## config.mk

```make
export PLATFORM = sky130hd
export DESIGN_NAME = xrb_reset_ctrl_flat
export DESIGN_NICKNAME = d
export VERILOG_FILES = /design/src/shared/xrb_pkg.sv /design/src/shared/xrb_link_if.sv /design/src/xrb_reset_ctrl.sv /design/src/flat_wrapper.sv
export VERILOG_INCLUDE_DIRS = /design/src /design/src/shared
export SDC_FILE = /design/constraint.sdc
export NUM_CORES = 1
export LEC_CHECK = 0
export BUFFER_PORTS_ARGS = -buffer_cell sky130_fd_sc_hd__buf_2
export CORE_ASPECT_RATIO = 0.8
export CORE_MARGIN = 5
export CORE_UTILIZATION = 35
export CTS_CLUSTER_DIAMETER = 30
export DETAILED_ROUTE_END_ITERATION = 8
export GPL_ROUTABILITY_DRIVEN = 0
export PLACE_DENSITY = 0.61
export REMOVE_ABC_BUFFERS = 1
export SLEW_MARGIN = 20
export SYNTH_ARGS = -nofsm -noshare
export SYNTH_HDL_FRONTEND = slang
export SYNTH_SLANG_ARGS = --single-unit
```

## constraint.sdc

```tcl
create_clock -name clk -period 5 [get_ports clk]
set_input_delay 0.75 -clock clk [delete_from_list [all_inputs] [get_ports clk]]
set_output_delay 0.75 -clock clk [all_outputs]
set_load 0.02 [all_outputs]
```

## src/shared/xrb_defines.svh

```systemverilog
`ifndef XRB_DEFINES_SVH
`define XRB_DEFINES_SVH

// ==========================================
// clock and timing
`define XRB_CLK_MHZ 125
`define XRB_PLL_RST_NS 1000
`define XRB_PLL_RST_CYC ((`XRB_PLL_RST_NS * `XRB_CLK_MHZ + 999) / 1000)
`define XRB_RX_ANA_WAIT_CYC 2
`define XRB_LTR_MIN_NS 4000
`define XRB_LTR_MIN_CYC ((`XRB_LTR_MIN_NS * `XRB_CLK_MHZ + 999) / 1000)
`define XRB_LTD_MIN_NS 4000
`define XRB_LTD_MIN_CYC ((`XRB_LTD_MIN_NS * `XRB_CLK_MHZ + 999) / 1000)
`define XRB_PLL_LOCK_CYC 64
`define XRB_BUSY_CYC 16
`define XRB_CDR_LOCK_CYC 32

// ==========================================
// pattern and comma figures
`define XRB_COMMA_COUNT 3
`define XRB_COMMA_WORD 10'h0FA
`define XRB_LOW_FREQ_WORD 10'h3E0
`define XRB_FILL_WORD 10'h2AA
`define XRB_FILL_COUNT 1
`define XRB_PAT_LEN 127
`define XRB_ERR_MIN_CYC 3

// ==========================================
// register word indices
`define XRB_REG_CTRL 3'h0
`define XRB_REG_STATUS 3'h1
`define XRB_REG_IRQ_STAT 3'h2
`define XRB_REG_IRQ_MASK 3'h3
`define XRB_REG_LTR_WAIT 3'h4
`define XRB_REG_LTD_WAIT 3'h5

// ==========================================
// field positions and wait reset value
`define XRB_CTRL_RESTART 0
`define XRB_CTRL_GIGE 1
`define XRB_CTRL_LOOPBACK 2
`define XRB_CTRL_BIST_LO 3
`define XRB_IRQ_READY 0
`define XRB_IRQ_LOCK_LOST 1
`define XRB_IRQ_BIST_ERR 2
`define XRB_IRQ_BIST_DONE 3
`define XRB_WAIT_RESET 16'h0200

`endif

```

## src/shared/xrb_pkg.sv

```systemverilog
package xrb_pkg;
	typedef enum logic [2:0] {
		XRB_S_PLL_RST = 3'b000,
		XRB_S_WAIT_LOCK = 3'b001,
		XRB_S_WAIT_BUSY = 3'b010,
		XRB_S_RX_ANA = 3'b011,
		XRB_S_WAIT_LTR = 3'b100,
		XRB_S_WAIT_LTD = 3'b101,
		XRB_S_READY = 3'b110
	} xrb_state_type;

	typedef enum logic [1:0] {
		XRB_BIST_OFF = 2'b00,
		XRB_BIST_PRBS = 2'b01,
		XRB_BIST_LOW_FREQ = 2'b10
	} xrb_bist_type;
endpackage

```

## src/shared/xrb_link_if.sv

```systemverilog
interface xrb_link_if;
	import xrb_pkg::*;
	logic pll_areset;
	logic pll_locked;
	logic busy;
	logic tx_digitalreset;
	logic rx_analogreset;
	logic rx_digitalreset;
	logic rx_locktorefclk;
	logic rx_locktodata;
	logic rx_freqlocked;
	logic gige_mode;
	logic serial_loopback;
	xrb_bist_type bist_mode;
	logic [9:0] tx_data;
	logic tx_ready;
	logic bist_done;
	logic bist_err;

	modport channel (
		input pll_areset, tx_digitalreset, rx_analogreset, rx_digitalreset,
		input rx_locktorefclk, rx_locktodata, gige_mode, serial_loopback, bist_mode, tx_data,
		output pll_locked, busy, rx_freqlocked, tx_ready, bist_done, bist_err
	);
	modport ctrl (
		output pll_areset, tx_digitalreset, rx_analogreset, rx_digitalreset,
		output rx_locktorefclk, rx_locktodata, gige_mode, serial_loopback, bist_mode, tx_data,
		input pll_locked, busy, rx_freqlocked, tx_ready, bist_done, bist_err
	);
endinterface

```

## src/xrb_reset_ctrl.sv

```systemverilog
// Behaviour
// - hold pll reset at least 1 us
// - other resets and ref lock held meanwhile
// - pll locks to reference after release
// - release tx digital reset after lock
// - two cycles after busy, release rx analog
// - wait ref-to-data interval, then lock-to-data
// - lock-to-data request puts cdr on data
// - wait data-lock interval, release rx digital
// - done rises after one clean pattern cycle
// - error held at least three cycles
// - digital resets clear generator and verifier
// - serial loopback feeds generator to verifier
// - low-frequency pattern has no checker
// - gigabit mode sends three commas first
// - odd data count before sync comma
// - one instance per channel, repeated sequence
`include "xrb_defines.svh"

module xrb_reset_ctrl (
	input wire logic clk,
	input wire logic reset,
	xrb_link_if.ctrl link,
	input wire logic [2:0] avs_address,
	input wire logic avs_read,
	input wire logic avs_write,
	input wire logic [31:0] avs_writedata,
	output logic [31:0] avs_readdata,
	output logic avs_waitrequest,
	output logic irq,
	input wire logic [9:0] user_tx_data,
	output logic user_tx_ready,
	output logic [xrb_pkg::XRB_S_READY:0] unused_never
);
	import xrb_pkg::*;

	// ==========================================
	// bus slave
	logic ack_q;
	logic wr_take;
	logic rd_take;
	logic [31:0] readdata_q;
	logic gige_q;
	logic loopback_q;
	xrb_bist_type bist_q;
	logic restart;
	logic [3:0] irq_stat_q;
	logic [3:0] irq_mask_q;
	logic [15:0] ltr_wait_q;
	logic [15:0] ltd_wait_q;
	logic [3:0] events;
	xrb_state_type state_q;
	xrb_state_type state_d;

	assign unused_never = '0;
	// one wait state keeps read data registered
	assign avs_waitrequest = (avs_read || avs_write) && !ack_q;
	assign wr_take = avs_write && ack_q;
	assign rd_take = avs_read && !ack_q;
	assign restart = wr_take && avs_address == `XRB_REG_CTRL && avs_writedata[`XRB_CTRL_RESTART];

	always_ff @(posedge clk) begin
		if (reset) begin
			ack_q <= 1'b0;
		end else begin
			ack_q <= (avs_read || avs_write) && !ack_q;
		end
	end

	always_ff @(posedge clk) begin
		if (reset) begin
			gige_q <= 1'b0;
			loopback_q <= 1'b0;
			bist_q <= XRB_BIST_OFF;
			irq_mask_q <= 4'h0;
			ltr_wait_q <= `XRB_WAIT_RESET;
			ltd_wait_q <= `XRB_WAIT_RESET;
		end else if (wr_take) begin
			if (avs_address == `XRB_REG_CTRL) begin
				gige_q <= avs_writedata[`XRB_CTRL_GIGE];
				loopback_q <= avs_writedata[`XRB_CTRL_LOOPBACK];
				bist_q <= xrb_bist_type'(avs_writedata[`XRB_CTRL_BIST_LO +: 2]);
			end else if (avs_address == `XRB_REG_IRQ_MASK) begin
				irq_mask_q <= avs_writedata[3:0];
			end else if (avs_address == `XRB_REG_LTR_WAIT) begin
				ltr_wait_q <= avs_writedata[15:0];
			end else if (avs_address == `XRB_REG_LTD_WAIT) begin
				ltd_wait_q <= avs_writedata[15:0];
			end
		end
	end

	always_ff @(posedge clk) begin
		if (reset) begin
			readdata_q <= 32'h0000_0000;
		end else if (rd_take) begin
			if (avs_address == `XRB_REG_CTRL) begin
				readdata_q <= {27'h0, bist_q, loopback_q, gige_q, 1'b0};
			end else if (avs_address == `XRB_REG_STATUS) begin
				readdata_q <= {22'h0, state_q == XRB_S_READY, link.bist_err, link.bist_done,
					link.rx_freqlocked, link.busy, link.pll_locked, 1'b0, state_q};
			end else if (avs_address == `XRB_REG_IRQ_STAT) begin
				readdata_q <= {28'h0, irq_stat_q};
			end else if (avs_address == `XRB_REG_IRQ_MASK) begin
				readdata_q <= {28'h0, irq_mask_q};
			end else if (avs_address == `XRB_REG_LTR_WAIT) begin
				readdata_q <= {16'h0, ltr_wait_q};
			end else if (avs_address == `XRB_REG_LTD_WAIT) begin
				readdata_q <= {16'h0, ltd_wait_q};
			end else begin
				readdata_q <= 32'h0000_0000;
			end
		end
	end
	assign avs_readdata = readdata_q;

	// ==========================================
	// interrupts
	logic bist_err_q;
	logic bist_done_q;

	always_ff @(posedge clk) begin
		if (reset) begin
			bist_err_q <= 1'b0;
			bist_done_q <= 1'b0;
		end else begin
			bist_err_q <= link.bist_err;
			bist_done_q <= link.bist_done;
		end
	end

	assign events[`XRB_IRQ_READY] = state_d == XRB_S_READY && state_q != XRB_S_READY;
	assign events[`XRB_IRQ_LOCK_LOST] = state_q != XRB_S_PLL_RST && state_q != XRB_S_WAIT_LOCK
		&& !link.pll_locked;
	assign events[`XRB_IRQ_BIST_ERR] = link.bist_err && !bist_err_q;
	assign events[`XRB_IRQ_BIST_DONE] = link.bist_done && !bist_done_q;

	// a new event beats a clear in the same cycle
	always_ff @(posedge clk) begin
		if (reset) begin
			irq_stat_q <= 4'h0;
		end else if (wr_take && avs_address == `XRB_REG_IRQ_STAT) begin
			irq_stat_q <= (irq_stat_q & ~avs_writedata[3:0]) | events;
		end else begin
			irq_stat_q <= irq_stat_q | events;
		end
	end
	assign irq = |(irq_stat_q & irq_mask_q);

	// ==========================================
	// reset sequencer
	logic [15:0] cnt_q;
	logic [15:0] ltr_eff;
	logic [15:0] ltd_eff;

	// software may lengthen the waits but not cut them short
	assign ltr_eff = ltr_wait_q < 16'(`XRB_LTR_MIN_CYC) ? 16'(`XRB_LTR_MIN_CYC) : ltr_wait_q;
	assign ltd_eff = ltd_wait_q < 16'(`XRB_LTD_MIN_CYC) ? 16'(`XRB_LTD_MIN_CYC) : ltd_wait_q;

	// one channel per instance; non-bonded links use one instance each
	always_comb begin
		state_d = state_q;
		case (state_q)
			XRB_S_PLL_RST: begin
				if (cnt_q >= 16'(`XRB_PLL_RST_CYC - 1)) begin
					state_d = XRB_S_WAIT_LOCK;
				end
			end
			XRB_S_WAIT_LOCK: begin
				if (link.pll_locked) begin
					state_d = XRB_S_WAIT_BUSY;
				end
			end
			XRB_S_WAIT_BUSY: begin
				if (!link.busy) begin
					state_d = XRB_S_RX_ANA;
				end
			end
			XRB_S_RX_ANA: begin
				if (cnt_q >= 16'(`XRB_RX_ANA_WAIT_CYC - 1)) begin
					state_d = XRB_S_WAIT_LTR;
				end
			end
			XRB_S_WAIT_LTR: begin
				if (cnt_q >= ltr_eff - 16'h0001) begin
					state_d = XRB_S_WAIT_LTD;
				end
			end
			XRB_S_WAIT_LTD: begin
				if (cnt_q >= ltd_eff - 16'h0001) begin
					state_d = XRB_S_READY;
				end
			end
			default: begin
				state_d = XRB_S_READY;
			end
		endcase
		if (restart || events[`XRB_IRQ_LOCK_LOST]) begin
			state_d = XRB_S_PLL_RST;
		end
	end

	always_ff @(posedge clk) begin
		if (reset) begin
			state_q <= XRB_S_PLL_RST;
			cnt_q <= 16'h0000;
		end else begin
			state_q <= state_d;
			cnt_q <= (state_d != state_q || restart) ? 16'h0000 : cnt_q + 16'h0001;
		end
	end

	// ==========================================
	// channel resets registered from the next state; mode bits straight from their registers
	always_ff @(posedge clk) begin
		if (reset) begin
			link.pll_areset <= 1'b1;
			link.tx_digitalreset <= 1'b1;
			link.rx_analogreset <= 1'b1;
			link.rx_digitalreset <= 1'b1;
			link.rx_locktorefclk <= 1'b1;
			link.rx_locktodata <= 1'b0;
		end else begin
			link.pll_areset <= state_d == XRB_S_PLL_RST;
			link.tx_digitalreset <= state_d == XRB_S_PLL_RST || state_d == XRB_S_WAIT_LOCK;
			link.rx_analogreset <= state_d < XRB_S_WAIT_LTR;
			link.rx_digitalreset <= state_d != XRB_S_READY;
			link.rx_locktorefclk <= state_d < XRB_S_WAIT_LTD;
			link.rx_locktodata <= state_d >= XRB_S_WAIT_LTD;
		end
	end

	assign link.gige_mode = gige_q;
	assign link.serial_loopback = loopback_q;
	assign link.bist_mode = bist_q;

	// ==========================================
	// transmit filler after the automatic commas
	logic [1:0] fill_cnt_q;
	logic [1:0] fill_d;
	logic [9:0] tx_data_q;

	// an odd filler run keeps the user's first comma on an even boundary
	always_comb begin
		fill_d = fill_cnt_q;
		if (link.tx_digitalreset) begin
			fill_d = gige_q ? 2'(`XRB_FILL_COUNT) : 2'h0;
		end else if (link.tx_ready && fill_cnt_q != 2'h0) begin
			fill_d = fill_cnt_q - 2'h1;
		end
	end

	always_ff @(posedge clk) begin
		fill_cnt_q <= reset ? 2'h0 : fill_d;
	end

	always_ff @(posedge clk) begin
		if (reset) begin
			tx_data_q <= 10'h000;
		end else begin
			tx_data_q <= fill_d != 2'h0 ? `XRB_FILL_WORD : user_tx_data;
		end
	end

	assign link.tx_data = tx_data_q;
	assign user_tx_ready = link.tx_ready && fill_d == 2'h0;
endmodule // xrb_reset_ctrl

```

## src/flat_wrapper.sv

```systemverilog
// flat-port wrapper written by rule: the top's interface ports become plain ports
module xrb_reset_ctrl_flat import xrb_pkg::*;
  (clk, reset, avs_address, avs_read, avs_write, avs_writedata, avs_readdata, avs_waitrequest, irq, user_tx_data, user_tx_ready, unused_never, link_pll_areset, link_tx_digitalreset, link_rx_analogreset, link_rx_digitalreset, link_rx_locktorefclk, link_rx_locktodata, link_gige_mode, link_serial_loopback, link_bist_mode, link_tx_data, link_pll_locked, link_busy, link_rx_freqlocked, link_tx_ready, link_bist_done, link_bist_err);
  xrb_link_if link_i ();
  input wire logic clk;
  input wire logic reset;
  input wire logic [2:0] avs_address;
  input wire logic avs_read;
  input wire logic avs_write;
  input wire logic [31:0] avs_writedata;
  output logic [31:0] avs_readdata;
  output logic avs_waitrequest;
  output logic irq;
  input wire logic [9:0] user_tx_data;
  output logic user_tx_ready;
  output logic [xrb_pkg::XRB_S_READY:0] unused_never;
  output wire logic [$bits(link_i.pll_areset)-1:0] link_pll_areset;
  output wire logic [$bits(link_i.tx_digitalreset)-1:0] link_tx_digitalreset;
  output wire logic [$bits(link_i.rx_analogreset)-1:0] link_rx_analogreset;
  output wire logic [$bits(link_i.rx_digitalreset)-1:0] link_rx_digitalreset;
  output wire logic [$bits(link_i.rx_locktorefclk)-1:0] link_rx_locktorefclk;
  output wire logic [$bits(link_i.rx_locktodata)-1:0] link_rx_locktodata;
  output wire logic [$bits(link_i.gige_mode)-1:0] link_gige_mode;
  output wire logic [$bits(link_i.serial_loopback)-1:0] link_serial_loopback;
  output wire logic [$bits(link_i.bist_mode)-1:0] link_bist_mode;
  output wire logic [$bits(link_i.tx_data)-1:0] link_tx_data;
  input wire logic [$bits(link_i.pll_locked)-1:0] link_pll_locked;
  input wire logic [$bits(link_i.busy)-1:0] link_busy;
  input wire logic [$bits(link_i.rx_freqlocked)-1:0] link_rx_freqlocked;
  input wire logic [$bits(link_i.tx_ready)-1:0] link_tx_ready;
  input wire logic [$bits(link_i.bist_done)-1:0] link_bist_done;
  input wire logic [$bits(link_i.bist_err)-1:0] link_bist_err;
  assign link_pll_areset = link_i.pll_areset;
  assign link_tx_digitalreset = link_i.tx_digitalreset;
  assign link_rx_analogreset = link_i.rx_analogreset;
  assign link_rx_digitalreset = link_i.rx_digitalreset;
  assign link_rx_locktorefclk = link_i.rx_locktorefclk;
  assign link_rx_locktodata = link_i.rx_locktodata;
  assign link_gige_mode = link_i.gige_mode;
  assign link_serial_loopback = link_i.serial_loopback;
  assign link_bist_mode = link_i.bist_mode;
  assign link_tx_data = link_i.tx_data;
  assign link_i.pll_locked = link_pll_locked;
  assign link_i.busy = link_busy;
  assign link_i.rx_freqlocked = link_rx_freqlocked;
  assign link_i.tx_ready = link_tx_ready;
  assign link_i.bist_done = link_bist_done;
  assign link_i.bist_err = link_bist_err;
  xrb_reset_ctrl u_core (.clk(clk), .reset(reset), .link(link_i), .avs_address(avs_address), .avs_read(avs_read), .avs_write(avs_write), .avs_writedata(avs_writedata), .avs_readdata(avs_readdata), .avs_waitrequest(avs_waitrequest), .irq(irq), .user_tx_data(user_tx_data), .user_tx_ready(user_tx_ready), .unused_never(unused_never));
endmodule
```

==> results.cfg <==
[setup_path]
critical_path_class = reg2reg
crit_buf_inv = 1
timing.critical_path.to = u_core.link.rx_locktorefclk$_SDFF_PP1_
path_max_fanout = 7
r2r-end = u_core.link.rx_locktorefclk$_SDFF_PP1_
slowest_delay_ns = 0.44
r2r_start = u_core.ltr_wait_q[12]$_SDFFE_PP0P_
critPathLaunch = u_core.ltr_wait_q[12]$_SDFFE_PP0P_
rr_worst_depth = 18
required_ns = 5.24
path_cells = nor4_2, nand2b_1, nor4_1, buf_4, nand2b_1, ha_1, nand2_1, or4_1, or3_1, nor4_2, xnor2_1, ha_1, nand4_1, or3_1, a2111oi_2, o41ai_2, o31a_1, a31o_2
reg2reg_slack_ns = 0.33
crit_family = simple AND/OR/NAND/NOR gates
endpoint_kind = flip-flop
cp.arrival_ns = 4.91
slowest_stage = or4_1
cp-start-kind = flip-flop
path_depth = 18

[detailed_routing]
drt_first_pass_iters = 5
met3_length_um = 674
drt_wl_total_um = 14500
drt-wirelength-per-cell_um = 14.5
final_antenna_net_count = 0
viasPerCell = 4.95
drt_iter0_markers = 274
drc = 0
wl_met2_um = 6050
vias = 4943
met1_length_um = 7690
dr.max_layer_used = met4

[sta]
worst_slack_ns = 0.332
clock.fmax_ghz = 0.214
timing.slew.headroom_pct = 45.4
fin_crit_ns = 4.67
worst_pin_slew_ns = 0.818
hold_viol_final = 0
finClkSkew_ns = 0.0121
finalSetupViolations = 0
holdWs_ns = 0.450
slew_viol_final = 0
min_period_over_period_pct = 93.4

[placed_design]
hpwl_um = 10800
post-place-ws_ns = 0.0362
io_buffers = 77

[yosys]
yosys.area_share.simple_pct = 26.1
syn_area_mm2 = 0.00576
synth_mux_area_share_pct = 5.19
ys.flop_type = dfxtp_1
netlist_top_cells_count = 112 x nand2_1, 100 x dfxtp_1, 86 x nor2_1
synth.avg_cell_area_um2 = 8.19
seq_area_frac_synth_pct = 34.7
synth_top_cell_by_area = dfxtp_1
synth.top_cell.area_share_pct = 34.7
yosys_warnings = 0
synth_area_leaders = dfxtp_1 35%, ha_1 8.2%, nand2_1 7.3%, nor2_1 5.6%, a21oi_1 4.6%
async_flop_share_pct = 0
synth_most_common_cell = nand2_1
yosysUniqueCellTypes = 67
synth_enable_flop_cells = 0
ys_ff_latch = 100
synth_fa_ha_area_share_pct = 8.25
netlist_instances = 704
synth_xor_area_share_pct = 5.77
synth_top_family_by_area = simple AND/OR/NAND/NOR gates
synth_compound_area_share_pct = 13.8

[global_routing]
grt_pass1_vias = 4777
grt_first_pass_wirelength_um = 24300
grt_max_degree = 41
antenna_found_initial = 0
overflow = 0
grt_usage_pct = 15.3

[final_layout]
nNetsFinal = 868
final_util_pct = 40.8
area_growth_pct = 15.7
antenna_cells = 0
fill_cells = 1702
layout-drive-gt1-share_pct = 19.5
multi_input_area_mm2 = 0.00353
seq_area_mm2 = 0.00200

[power_and_ir_drop]
leakage_nw = 2.80
power_density_mw_per_mm2 = 263
ir_worst_vdd_mv = 0.165

[die]
core_area_mm2 = 0.0163
dieHeight_um = 125
die_x_um = 153
row_count = 42
die_area_mm2 = 0.0192
initial_core_util_pct = 35.3
io_pins = 117

[worst_hold_path]
hold_class = reg2reg
min_from = u_core.avs_readdata[1]$_SDFFE_PP0P_

[clock_network]
hold_buffers = 0
cts_buffer_depth = 2
htreeDepth = 3
cts_buffers = 9
cts_tree = done
cts.sinks = 100
cts-root-buf = clkbuf_16
clk_pin_slew_ns = 0.07
worstSkewPairLatency_ns = 0.36

[job]
drv_cap = 0

[outcome]
status = finished clean
## power by group
group / switching, mW / internal, mW / total (mW)
Clock: 0.311 / 0.439 / 0.750
Combinational: 0.117 / 0.0651 / 0.182
Sequential: 0.0128 / 0.811 / 0.824
## sequential cells by signal, summed over array words and instances (netlist names), 2 cells and up
register               flops
u_core.link.tx_data       10
u_core.cnt_q              16
u_core.avs_readdata       16
u_core.fill_cnt_q          2
u_core.state_q             3
u_core.link.bist_mode      2
u_core.irq_mask_q          4
u_core.ltr_wait_q         16
u_core.ltd_wait_q         16
u_core.irq_stat_q          4
## tightest hold or removal path: cells and delay by family (launching register included)
| kind | cells | cell delay [ns] |
|---|---|---|
| compound gates | 1 | 0.05 |
| simple gates | 1 | 0.05 |
| flops | 1 | 0.31 |
## repair_timing
action,in CTS,in global routing
resized for setup,0,4
buffers inserted,0,5
setup endpoints to repair,0,19
## cell usage in the layout, fill, tap and decap left out, types with 11 or more instances in the layout
cell      instances
nor2_1           86
nand2_1         112
ha_1             38
dfxtp_1         100
buf_4            14
nand3_1          16
nand2b_1         16
a21oi_1          53
nor3_1           15
mux2_2           13
mux2i_1          13
xnor2_1          18
nor2b_1          11
conb_1           23
buf_2            77
a22oi_1          15
xor2_1           20
## through the flow
| step | power [mW] | instance area, um^2 | std cells | setup TNS (ns) |
|---|---|---|---|---|
| 2_1_floorplan | 0.946 | 5540 | 672 | -0.0152 |
| 3_3_place_gp | 1.02 | 6280 | 979 | 0 |
| 3_5_place_dp | 1.02 | 6280 | 979 | 0 |
| 4_1_cts | 1.76 | 6590 | 994 | 0 |
| 5_1_grt | 1.83 | 6670 | 999 | -0.0386 |
| 6_report | 1.76 | 6670 | 999 | 0 |
## cell type report
type	count	area share [%]
sequential	100	30.0
tap	220	4.13
clock inverter	5	1.28
timing repair buffer	92	7.66
multi-input combinational	562	52.9
inverter	10	0.563
clock buffer	10	3.43
## per-layer routing
layer  track usage (%)  vias to the layer above
met5                 0                        -
met4              3.27                        0
met3              3.68                        9
met2              21.7                       95
met1              23.3                     2295
li1                  -                     2544
## cell families after synthesis
logic type,Yosys count
and+or+nand+nor,318
adders and majority gates,38
AOI/OAI and AO/OA,118
other,1
DFF,100
xor gates and xnor gates,38
buffers and inverters,64
muxes,27
## worst min path at each step
| stage | to | cells after the start |
|---|---|---|
| floorplan | u_core.irq_stat_q[1]$_SDFF_PP0_ | 2 |
| global placement | u_core.avs_readdata[1]$_SDFFE_PP0P_ | 2 |
| detailed placement | u_core.avs_readdata[1]$_SDFFE_PP0P_ | 2 |
| CTS | u_core.avs_readdata[1]$_SDFFE_PP0P_ | 2 |
| global route | u_core.avs_readdata[1]$_SDFFE_PP0P_ | 2 |
| finish | u_core.avs_readdata[1]$_SDFFE_PP0P_ | 2 |
No activity file was read; power rests on OpenSTA's default activity.
